File: src/rtl/remote_ir_pkg.sv
// Constants for the remote infrared carrier control block
// What this block does
// Nine byte registers at indexes zero to eight
// Receiver control resets to range 001, select 01001
// Range field accepts only in-band incoming carriers
// Select field picks nominal receiver band centre
// Low receive table gives fixed kHz limits
// High receive band limits for range 001
// Keyed reception ranges widen band progressively
// Software programs only listed codes
// Transmitter control resets to width 011, select 01001
// Pulse width code sets emitted pulse width
// Transmit select field chooses carrier frequency
// Receive group bit picks low or high tables
// Transmit group bit picks low or high carrier
// Periods, widths, limits counted in clock cycles; band limits are held in 0.1 kHz units instead
`default_nettype none
package remote_ir_pkg;

   // Bus geometry
   localparam int unsigned ADDR_W    = 6;
   localparam int unsigned DATA_W    = 32;
   localparam int unsigned REG_COUNT = 9;

   // Register indexes; byte address is four times the index
   localparam logic [3:0] IDX_RX_CONTROL   = 4'h0;
   localparam logic [3:0] IDX_TX_CONTROL   = 4'h1;
   localparam logic [3:0] IDX_IR_CONFIG    = 4'h2;
   localparam logic [3:0] IDX_BANK_SELECT  = 4'h3;
   localparam logic [3:0] IDX_FE_SELECT1   = 4'h4;
   localparam logic [3:0] IDX_FE_SELECT2   = 4'h5;
   localparam logic [3:0] IDX_FE_SELECT3   = 4'h6;
   localparam logic [3:0] IDX_FE_CONTROL   = 4'h7;
   localparam logic [3:0] IDX_MODE_STATUS  = 4'h8;

   // Reset values, index 8 down to 0
   localparam logic [REG_COUNT*8-1:0] REG_RESET =
      {8'h00, 8'h00, 8'h00, 8'h00, 8'h00, 8'hf4, 8'h00, 8'h69, 8'h29};
   // Writable bits; status bits of the mode register are read-only
   localparam logic [REG_COUNT*8-1:0] REG_WMASK =
      {8'h01, 8'hff, 8'hff, 8'hff, 8'hff, 8'hff, 8'hff, 8'hff, 8'hff};

   // Field positions
   localparam int unsigned CODE_HI      = 7;
   localparam int unsigned CODE_LO      = 5;
   localparam int unsigned SEL_HI       = 4;
   localparam int unsigned SEL_LO       = 0;
   localparam int unsigned CFG_RX_GROUP = 5;
   localparam int unsigned CFG_TX_GROUP = 3;
   localparam int unsigned MODE_KEYED   = 0;
   localparam int unsigned STAT_TX      = 6;
   localparam int unsigned STAT_RX_OK   = 7;

   // AXI responses
   localparam logic [1:0] RESP_OKAY   = 2'b00;
   localparam logic [1:0] RESP_SLVERR = 2'b10;

   // Clock and timing
   localparam int unsigned CLK_PERIOD_NS = 4;
   localparam int unsigned CLK_KHZ       = 1000000 / CLK_PERIOD_NS;
   localparam logic [17:0] ACC_WRAP      = 18'(CLK_KHZ);
   localparam logic [29:0] RX_SCALE      = 30'(CLK_KHZ * 10);

   // Transmit carriers in kHz
   localparam logic [8:0] TX_LOW_OFFSET = 9'd27;
   localparam logic [8:0] TX_HIGH_F0    = 9'd400;
   localparam logic [8:0] TX_HIGH_F1    = 9'd450;
   localparam logic [8:0] TX_HIGH_F2    = 9'd480;
   localparam logic [4:0] TX_LOW_FIRST  = 5'h03;
   localparam logic [4:0] TX_LOW_LAST   = 5'h1d;
   localparam logic [4:0] HIGH_SEL0     = 5'h03;
   localparam logic [4:0] HIGH_SEL1     = 5'h08;
   localparam logic [4:0] HIGH_SEL2     = 5'h0b;

   // Pulse widths in ns, low and high group
   localparam int unsigned PW_LOW2_NS  = 6000;
   localparam int unsigned PW_LOW3_NS  = 7000;
   localparam int unsigned PW_LOW4_NS  = 9000;
   localparam int unsigned PW_LOW5_NS  = 10600;
   localparam int unsigned PW_HIGH2_NS = 700;
   localparam int unsigned PW_HIGH3_NS = 800;
   localparam int unsigned PW_HIGH4_NS = 900;
   localparam int unsigned PW_HIGH5_NS = 1000;
   localparam logic [11:0] PW_LOW2  = 12'(PW_LOW2_NS / CLK_PERIOD_NS);
   localparam logic [11:0] PW_LOW3  = 12'(PW_LOW3_NS / CLK_PERIOD_NS);
   localparam logic [11:0] PW_LOW4  = 12'(PW_LOW4_NS / CLK_PERIOD_NS);
   localparam logic [11:0] PW_LOW5  = 12'(PW_LOW5_NS / CLK_PERIOD_NS);
   localparam logic [11:0] PW_HIGH2 = 12'(PW_HIGH2_NS / CLK_PERIOD_NS);
   localparam logic [11:0] PW_HIGH3 = 12'(PW_HIGH3_NS / CLK_PERIOD_NS);
   localparam logic [11:0] PW_HIGH4 = 12'(PW_HIGH4_NS / CLK_PERIOD_NS);
   localparam logic [11:0] PW_HIGH5 = 12'(PW_HIGH5_NS / CLK_PERIOD_NS);

endpackage
`default_nettype wire

File: src/rtl/remote_ir_carrier_control.sv
// Remote infrared carrier control: register bank, carrier out, band check
`timescale 1ns/100ps
`default_nettype none
module remote_ir_carrier_control (
   // Clock and reset
   input  wire logic                              clk_sys,
   input  wire logic                              rstn,
   // AXI4-Lite write address
   input  wire logic                              s_axi_awvalid,
   output logic                                   s_axi_awready,
   input  wire logic [remote_ir_pkg::ADDR_W-1:0]  s_axi_awaddr,
   // AXI4-Lite write data
   input  wire logic                              s_axi_wvalid,
   output logic                                   s_axi_wready,
   input  wire logic [remote_ir_pkg::DATA_W-1:0]  s_axi_wdata,
   input  wire logic [3:0]                        s_axi_wstrb,
   // AXI4-Lite write response
   output logic                                   s_axi_bvalid,
   input  wire logic                              s_axi_bready,
   output logic      [1:0]                        s_axi_bresp,
   // AXI4-Lite read address
   input  wire logic                              s_axi_arvalid,
   output logic                                   s_axi_arready,
   input  wire logic [remote_ir_pkg::ADDR_W-1:0]  s_axi_araddr,
   // AXI4-Lite read data
   output logic                                   s_axi_rvalid,
   input  wire logic                              s_axi_rready,
   output logic      [remote_ir_pkg::DATA_W-1:0]  s_axi_rdata,
   output logic      [1:0]                        s_axi_rresp,
   // Infrared line side
   input  wire logic                              tx_enable,
   output logic                                   tx_ir,
   input  wire logic                              rx_ir,
   output logic                                   rx_carrier_ok
);
   import remote_ir_pkg::*;

   typedef struct packed {
      logic                        awready;
      logic                        wready;
      logic                        arready;
      logic                        aw_have;
      logic [3:0]                  aw_idx;
      logic                        aw_mapped;
      logic                        w_have;
      logic [7:0]                  wdata;
      logic                        wlane;
      logic                        bvalid;
      logic [1:0]                  bresp;
      logic                        rvalid;
      logic [7:0]                  rdata;
      logic [1:0]                  rresp;
      logic [REG_COUNT-1:0][7:0]   regs;
      logic [17:0]                 acc;
      logic [11:0]                 pw_cnt;
      logic                        tx;
      logic                        rx_prev;
      logic [15:0]                 per_cnt;
      logic                        rx_ok;
   } state_t;

   state_t q;
   state_t d;

   logic [13:0] f_min;
   logic [13:0] f_max;
   logic        band_valid;
   logic [8:0]  tx_khz;
   logic        tx_code_ok;
   logic [11:0] pw_count;
   logic [3:0]  ar_idx;
   logic [7:0]  rd_val;
   logic [29:0] lo_prod;
   logic [29:0] hi_prod;

   // Decoded fields
   logic [2:0] rx_band_width_code;
   logic [4:0] rx_carrier_select;
   logic [2:0] tx_pulse_width_code;
   logic [4:0] tx_carrier_select;
   logic       rx_carrier_group;
   logic       tx_carrier_group;
   logic       keyed_carrier_infrared;

   assign rx_band_width_code  = q.regs[IDX_RX_CONTROL][CODE_HI:CODE_LO];
   assign rx_carrier_select   = q.regs[IDX_RX_CONTROL][SEL_HI:SEL_LO];
   assign tx_pulse_width_code = q.regs[IDX_TX_CONTROL][CODE_HI:CODE_LO];
   assign tx_carrier_select   = q.regs[IDX_TX_CONTROL][SEL_HI:SEL_LO];
   assign rx_carrier_group    = q.regs[IDX_IR_CONFIG][CFG_RX_GROUP];
   assign tx_carrier_group    = q.regs[IDX_IR_CONFIG][CFG_TX_GROUP];
   assign keyed_carrier_infrared = q.regs[IDX_MODE_STATUS][MODE_KEYED];

   rx_band_table u_band (
      .rx_carrier_group       (rx_carrier_group),
      .keyed_carrier_infrared (keyed_carrier_infrared),
      .rx_band_width_code     (rx_band_width_code),
      .rx_carrier_select      (rx_carrier_select),
      .f_min                  (f_min),
      .f_max                  (f_max),
      .band_valid             (band_valid)
   );

   // Transmit carrier frequency in kHz; reserved codes give no carrier
   always_comb begin
      tx_khz     = '0;
      tx_code_ok = 1'b0;
      if (tx_carrier_group) begin
         tx_code_ok = 1'b1;
         case (tx_carrier_select)
            HIGH_SEL0: tx_khz = TX_HIGH_F0;
            HIGH_SEL1: tx_khz = TX_HIGH_F1;
            HIGH_SEL2: tx_khz = TX_HIGH_F2;
            default:   tx_code_ok = 1'b0;
         endcase
      end else if (tx_carrier_select >= TX_LOW_FIRST &&
                   tx_carrier_select <= TX_LOW_LAST) begin
         tx_code_ok = 1'b1;
         tx_khz     = 9'(tx_carrier_select) + TX_LOW_OFFSET;
      end
   end

   // Pulse width in clock cycles
   always_comb begin
      pw_count = '0;
      case (tx_pulse_width_code)
         3'h2:    pw_count = tx_carrier_group ? PW_HIGH2 : PW_LOW2;
         3'h3:    pw_count = tx_carrier_group ? PW_HIGH3 : PW_LOW3;
         3'h4:    pw_count = tx_carrier_group ? PW_HIGH4 : PW_LOW4;
         3'h5:    pw_count = tx_carrier_group ? PW_HIGH5 : PW_LOW5;
         default: pw_count = '0;
      endcase
   end

   // Read mux; status bits overlay the mode register
   assign ar_idx = s_axi_araddr[ADDR_W-1:2];
   always_comb begin
      rd_val = '0;
      if (ar_idx < 4'(REG_COUNT)) begin
         rd_val = q.regs[ar_idx];
      end
      if (ar_idx == IDX_MODE_STATUS) begin
         rd_val[STAT_RX_OK] = q.rx_ok;
         rd_val[STAT_TX]    = q.tx;
      end
   end

   // Frequency compare without division: f = RX_SCALE / period
   assign lo_prod = 30'(q.per_cnt) * 30'(f_min);
   assign hi_prod = 30'(q.per_cnt) * 30'(f_max);

   always_comb begin
      d = q;

      // Write channel: address and data taken in either order
      if (s_axi_awvalid && q.awready) begin
         d.aw_have   = 1'b1;
         d.aw_idx    = s_axi_awaddr[ADDR_W-1:2];
         d.aw_mapped = (s_axi_awaddr[ADDR_W-1:2] < 4'(REG_COUNT));
      end
      if (s_axi_wvalid && q.wready) begin
         d.w_have = 1'b1;
         d.wdata  = s_axi_wdata[7:0];
         d.wlane  = s_axi_wstrb[0];
      end
      if (q.bvalid && s_axi_bready) begin
         d.bvalid = 1'b0;
      end
      if (q.aw_have && q.w_have && !q.bvalid) begin
         d.aw_have = 1'b0;
         d.w_have  = 1'b0;
         d.bvalid  = 1'b1;
         d.bresp   = q.aw_mapped ? RESP_OKAY : RESP_SLVERR;
         if (q.aw_mapped && q.wlane) begin
            d.regs[q.aw_idx] = q.wdata & REG_WMASK[q.aw_idx*8 +: 8];
         end
      end
      d.awready = !d.aw_have && !d.bvalid;
      d.wready  = !d.w_have && !d.bvalid;

      // Read channel: one outstanding read
      if (q.rvalid && s_axi_rready) begin
         d.rvalid = 1'b0;
      end
      if (s_axi_arvalid && q.arready) begin
         d.rvalid = 1'b1;
         d.rdata  = rd_val;
         d.rresp  = (ar_idx < 4'(REG_COUNT)) ? RESP_OKAY : RESP_SLVERR;
      end
      d.arready = !d.rvalid;

      // Carrier: phase accumulator keeps the average rate exact
      if (tx_enable && tx_code_ok && pw_count != '0) begin
         if (q.acc + 18'(tx_khz) >= ACC_WRAP) begin
            d.acc    = q.acc + 18'(tx_khz) - ACC_WRAP;
            d.pw_cnt = pw_count;
            d.tx     = 1'b1;
         end else begin
            d.acc = q.acc + 18'(tx_khz);
            if (q.pw_cnt > 12'h001) begin
               d.pw_cnt = q.pw_cnt - 12'h001;
            end else begin
               d.pw_cnt = '0;
               d.tx     = 1'b0;
            end
         end
      end else begin
         // Disabled or reserved code: line held idle
         d.acc    = '0;
         d.pw_cnt = '0;
         d.tx     = 1'b0;
      end

      // Receive: measure period between rising edges
      d.rx_prev = rx_ir;
      if (rx_ir && !q.rx_prev) begin
         d.per_cnt = 16'h0001;
         d.rx_ok   = band_valid && (q.per_cnt != 16'hffff) &&
                     (lo_prod <= RX_SCALE) && (hi_prod >= RX_SCALE);
      end else if (q.per_cnt != 16'hffff) begin
         d.per_cnt = q.per_cnt + 16'h0001;
      end else begin
         // Carrier lost: slower than any band
         d.rx_ok = 1'b0;
      end
   end

   always_ff @(posedge clk_sys or negedge rstn) begin
      if (!rstn) begin
         q         <= '0;
         q.awready <= 1'b1;
         q.wready  <= 1'b1;
         q.arready <= 1'b1;
         q.regs    <= REG_RESET;
         q.per_cnt <= 16'hffff;
      end else begin
         q <= d;
      end
   end

   assign s_axi_awready = q.awready;
   assign s_axi_wready  = q.wready;
   assign s_axi_bvalid  = q.bvalid;
   assign s_axi_bresp   = q.bresp;
   assign s_axi_arready = q.arready;
   assign s_axi_rvalid  = q.rvalid;
   assign s_axi_rdata   = {24'h000000, q.rdata};
   assign s_axi_rresp   = q.rresp;
   assign tx_ir         = q.tx;
   assign rx_carrier_ok = q.rx_ok;
endmodule
`default_nettype wire

File: src/rtl/rx_band_table.sv
// Receive acceptance band lookup, limits in units of 0.1 kHz
`timescale 1ns/100ps
`default_nettype none
module rx_band_table (
   // Selection
   input  wire logic        rx_carrier_group,
   input  wire logic        keyed_carrier_infrared,
   input  wire logic [2:0]  rx_band_width_code,
   input  wire logic [4:0]  rx_carrier_select,
   // Band limits
   output logic      [13:0] f_min,
   output logic      [13:0] f_max,
   output logic             band_valid
);
   logic [83:0] row;
   logic        row_ok;

   // Low table: ranges 001, 010, 011 as min/max pairs
   always_comb begin
      row_ok = 1'b1;
      case (rx_carrier_select)
         5'h02: row = {14'd261,14'd296,14'd247,14'd317,14'd234,14'd342};
         5'h03: row = {14'd282,14'd320,14'd267,14'd343,14'd253,14'd369};
         5'h04: row = {14'd294,14'd333,14'd278,14'd357,14'd263,14'd384};
         5'h05: row = {14'd300,14'd340,14'd284,14'd365,14'd269,14'd393};
         5'h06: row = {14'd314,14'd356,14'd296,14'd381,14'd281,14'd410};
         5'h07: row = {14'd321,14'd364,14'd303,14'd390,14'd287,14'd420};
         5'h08: row = {14'd328,14'd372,14'd310,14'd398,14'd294,14'd429};
         5'h09: row = {14'd336,14'd381,14'd317,14'd408,14'd301,14'd440};
         5'h0b: row = {14'd344,14'd390,14'd325,14'd418,14'd308,14'd450};
         5'h0c: row = {14'd362,14'd410,14'd342,14'd440,14'd324,14'd473};
         5'h0d: row = {14'd372,14'd421,14'd351,14'd451,14'd332,14'd486};
         5'h0f: row = {14'd382,14'd432,14'd360,14'd463,14'd341,14'd499};
         5'h10: row = {14'd403,14'd457,14'd381,14'd490,14'd361,14'd527};
         5'h12: row = {14'd415,14'd471,14'd392,14'd504,14'd372,14'd543};
         5'h13: row = {14'd428,14'd485,14'd404,14'd519,14'd383,14'd560};
         5'h15: row = {14'd441,14'd500,14'd417,14'd536,14'd395,14'd577};
         5'h17: row = {14'd455,14'd516,14'd430,14'd553,14'd407,14'd596};
         5'h1a: row = {14'd487,14'd552,14'd460,14'd591,14'd436,14'd637};
         5'h1b: row = {14'd504,14'd571,14'd476,14'd612,14'd451,14'd659};
         5'h1d: row = {14'd543,14'd615,14'd513,14'd659,14'd486,14'd710};
         default: begin
            row    = '0;
            row_ok = 1'b0;
         end
      endcase
   end

   always_comb begin
      f_min      = '0;
      f_max      = '0;
      band_valid = 1'b0;
      if (keyed_carrier_infrared) begin
         band_valid = 1'b1;
         case (rx_band_width_code)
            3'h1: {f_min, f_max} = {14'd4800, 14'd5333};
            3'h2: {f_min, f_max} = {14'd4571, 14'd5647};
            3'h3: {f_min, f_max} = {14'd4364, 14'd6000};
            3'h4: {f_min, f_max} = {14'd4174, 14'd6400};
            3'h5: {f_min, f_max} = {14'd4000, 14'd6856};
            3'h6: {f_min, f_max} = {14'd3840, 14'd7385};
            default: band_valid = 1'b0;
         endcase
      end else if (rx_carrier_group) begin
         band_valid = (rx_band_width_code == 3'h1);
         case (rx_carrier_select)
            5'h03: {f_min, f_max} = {14'd3556, 14'd4571};
            5'h08: {f_min, f_max} = {14'd3801, 14'd4898};
            5'h0b: {f_min, f_max} = {14'd4103, 14'd5274};
            default: band_valid = 1'b0;
         endcase
      end else begin
         band_valid = row_ok;
         case (rx_band_width_code)
            3'h1: {f_min, f_max} = row[83:56];
            3'h2: {f_min, f_max} = row[55:28];
            3'h3: {f_min, f_max} = row[27:0];
            default: band_valid = 1'b0;
         endcase
      end
   end
endmodule
`default_nettype wire

File: config.mk
export PLATFORM = sky130hd
export DESIGN_NAME = remote_ir_carrier_control
export DESIGN_NICKNAME = d
export VERILOG_FILES = /design/src/rtl/remote_ir_pkg.sv /design/src/rtl/remote_ir_carrier_control.sv /design/src/rtl/rx_band_table.sv
export SDC_FILE = /design/constraint.sdc
export NUM_CORES = 1
export LEC_CHECK = 0
export BUFFER_PORTS_ARGS = -buffer_cell sky130_fd_sc_hd__buf_2
export CORE_MARGIN = 5
export CORE_UTILIZATION = 40
export DETAILED_ROUTE_END_ITERATION = 8
export SYNTH_ARGS = -nofsm -noshare
export SYNTH_HDL_FRONTEND = slang
export SYNTH_SLANG_ARGS = --single-unit
File: constraint.sdc
create_clock -name clk_sys -period 10.3 [get_ports clk_sys]
set_input_delay 2.06 -clock clk_sys [delete_from_list [all_inputs] [get_ports clk_sys]]
set_output_delay 2.06 -clock clk_sys [all_outputs]
set_load 0.02 [all_outputs]
==> results.tsv <==
metric	value	unit
final worst path period share	91.4	%
Worst Hold Margin	0.434	ns
crit path capture	rx_carrier_ok	
post-synthesis sequential area ratio	15.1	%
FF-to-FF path depth	29	
FF-to-FF End	rx_carrier_ok	
Max FO, Critical Path	33	
starting DRC count in detailed routing	1289	
#FFs+latches synth	150	
DRC	0	
outcome	completed	
ys flop type	dfrtp_1	
Max-slew headroom	31.4	%
synthesis-to-finish area growth	5.93	%
fmax	106	MHz
element type at the critical path end	flop	
Largest register FFs	132	
WP depth	29	
post-route cell area	26700	µm²
worst r2r src	q[49]	
CP required	10.70	ns
HP Class	flop to flop	
Avg Inst Size Synth	8.66	µm²
Post-CTS Resized	0	
gp weighted congestion	0.956	
WL/cell	17.8	µm
CTS tree	yes	
final net count	3440	
Crit-path slowest cell	dfstp_2	
Net Switching	1600	µW
setup repair after global routing missed its margin	no	
Seq pwr share	30.1	%
Setup CP Type	flop to flop	
layout cells sized above 1	9.33	%
I/O Buffers	42	
initial antenna violation count	3	
Util after Layout	42.5	%
vias in the first global route	21100	
Setup Viol. Count Final	0	
Clk Tree Root Cell	clkbuf_16	
Worst R2R Setup Slack	0.89	ns
global route hottest layer	met2	
global routing usage on met2	34.8	%
CP startpoint kind	flop	
Via density	5.47	
clock buffer depth	2	
register with the most flip-flops	q	
Final min period	9.41	ns
clk slew on worst S/H paths	0.08	ns
FP Rows	92	
Worst Tran Pin Value	1.03	ns
Final Max Slew Viols	0	
worst path bufs/invs	5	
power density cells	124	nW/µm²
Syn. warnings	0	
first-pass GRT wire length	109	mm
die area	68000	µm²
Worst path max stage delay	0.96	ns
CP delay by family, top	adder cells	
Detailed Place HPWL	50.3	mm
largest net degree at the start of global routing	83	
Setup TNS	0	ns
met3 GRT Util	2.15	%
Die H	261	µm
fillers	6219	
Post-DP Area	26000	µm²
total clock sinks	150	
n_diodes	0	
Clock Latency Late Sink	0.46	ns
Boundary Pins	100	
Syn Inst Count	2905	
Mapped Area	25200	µm²
ys async rst share	100	%
Num CTS Buffers	17	
crit-path most repeated cell	fa_1	
final WL	65.9	mm
clock share of power	19.9	%
CP arrival	9.82	ns
# Post-CTS Setup Buffers	0	
die width	261	µm
core area	62700	µm²
met1 GRT Util	25.4	%
combinational share of power	50.1	%
Setup Skew	0.0117	ns
Total Power	3300	µW
CP Launch Point	q[49]	
antenna-violating nets left	0	
switching share of power	48.5	%
GRT Util Overall	19.5	%
Netlist cell types	98	
P_int	1700	µW
total number of vias	20300	
max-cap viol count	0	
Post-synth EDFFs	0	
CTS H-tree depth	4	
Post-CTS Hold Fix Bufs	0	
Pleak	0.0133	µW
Congestion Overflow GR	0	
DRT Pass-1 Iters	5	
Hold Vio Cnt, Final	0	
starting density of the core	40.1	%
peak supply drop	0.152	mV
==> worst min-delay path by stage <==
stage | from | to | cells after the start
2_1_floorplan | q[144] | s_axi_wready | 1
3_3_place_gp | q[144] | s_axi_wready | 1
3_5_place_dp | q[144] | s_axi_wready | 1
4_1_cts | q[144] | s_axi_wready | 1
5_1_grt | q[144] | s_axi_wready | 1
6_report | q[144] | s_axi_wready | 1
==> synthesized netlist by cell type, types with 39 or more instances <==
master | n | area (µm²)
a21oi_1 | 129 | 646
and2_1 | 228 | 1430
clkbuf_1 | 129 | 484
dfrtp_1 | 119 | 2980
fa_1 | 305 | 6110
ha_1 | 228 | 2850
inv_1 | 378 | 1420
mux2_2 | 64 | 721
nand2_1 | 323 | 1210
nand3_1 | 42 | 210
nor2_1 | 149 | 559
nor2b_1 | 48 | 300
o21ai_0 | 150 | 751
xnor2_1 | 39 | 342
xor2_1 | 39 | 342
==> per-stage QoR <==
| step | cells | setup slack, ns |
|---|---|---|
| after floorplan | 2930 | 2.02 |
| after global placement | 3677 | 1.06 |
| after detailed placement | 3677 | 1.05 |
| after CTS | 3709 | 0.977 |
| after global routing | 3709 | 0.332 |
| final | 3709 | 0.887 |
==> placed cells by master, fill, tap and decap left out, types with 17 or more instances in the layout <==
cell type | synthesis | routed
conb_1 | 1 | 26
nor3_1 | 25 | 25
mux2_2 | 64 | 64
dfstp_2 | 31 | 31
a31oi_1 | 24 | 24
and3_1 | 18 | 18
dfrtp_1 | 119 | 118
nand3_1 | 42 | 42
nor2b_1 | 48 | 48
clkbuf_16 | 0 | 17
nand2_1 | 323 | 323
xor2_1 | 39 | 39
o31ai_1 | 19 | 19
ha_1 | 228 | 228
o211ai_1 | 18 | 18
and2_1 | 228 | 228
buf_2 | 18 | 41
fa_1 | 305 | 305
nor2_1 | 149 | 149
inv_1 | 378 | 378
o21ai_0 | 150 | 149
nand2b_1 | 30 | 30
buf_4 | 37 | 52
a21o_1 | 24 | 24
mux2i_1 | 18 | 18
xnor2_1 | 39 | 39
a21oi_1 | 129 | 129
==> worst reg2reg max path: cells and delay by family, from the launching register on <==
kind,cells,cell delay [ns]
AO/OA/AOI/OAI,12,3.11
AND/OR/NAND/NOR,4,0.87
XOR/XNOR,1,0.18
adder cells (fa/ha/maj),7,3.43
buffers and inverters,5,0.80
flip-flops,1,0.96
==> final cells by class <==
class | count | area [µm²] | area share [%]
clock buffer | 17 | 425 | 1.60
clock inverter | 15 | 199 | 0.746
inverter | 381 | 1430 | 5.37
multi-input combinational | 2206 | 19100 | 71.8
sequential | 150 | 3790 | 14.2
tap | 846 | 1060 | 3.97
timing repair buffer | 94 | 607 | 2.28
==> logic make-up after synthesis <==
group                    count (synthesis)  synth area share (%)
XOR/XNOR                                79                  2.78
AO/OA/AOI/OAI                          526                  13.4
flip-flops                             150                  15.1
multiplexers                           100                  5.10
AND/OR/NAND/NOR                        942                  18.8
buffers and inverters                  574                  9.23
adder cells (fa/ha/maj)                533                  35.6
other                                    1                0.0149
==> power by group through the flow <==
stage	registers, µW	logic [µW]	clock network [µW]
after CTS	992	1650	671
after global placement	991	1620	0
final	994	1650	656
after floorplan	849	1250	0
after detailed placement	1000	1640	0
after global routing	1020	1830	692
==> per-layer routing <==
layer,routed length [µm],vias to the layer above
li1,-,9407
met1,28300,10200
met2,33400,532
met3,2810,100
met4,1390,4
met5,29,-
No activity file was read; power rests on OpenSTA's default activity.
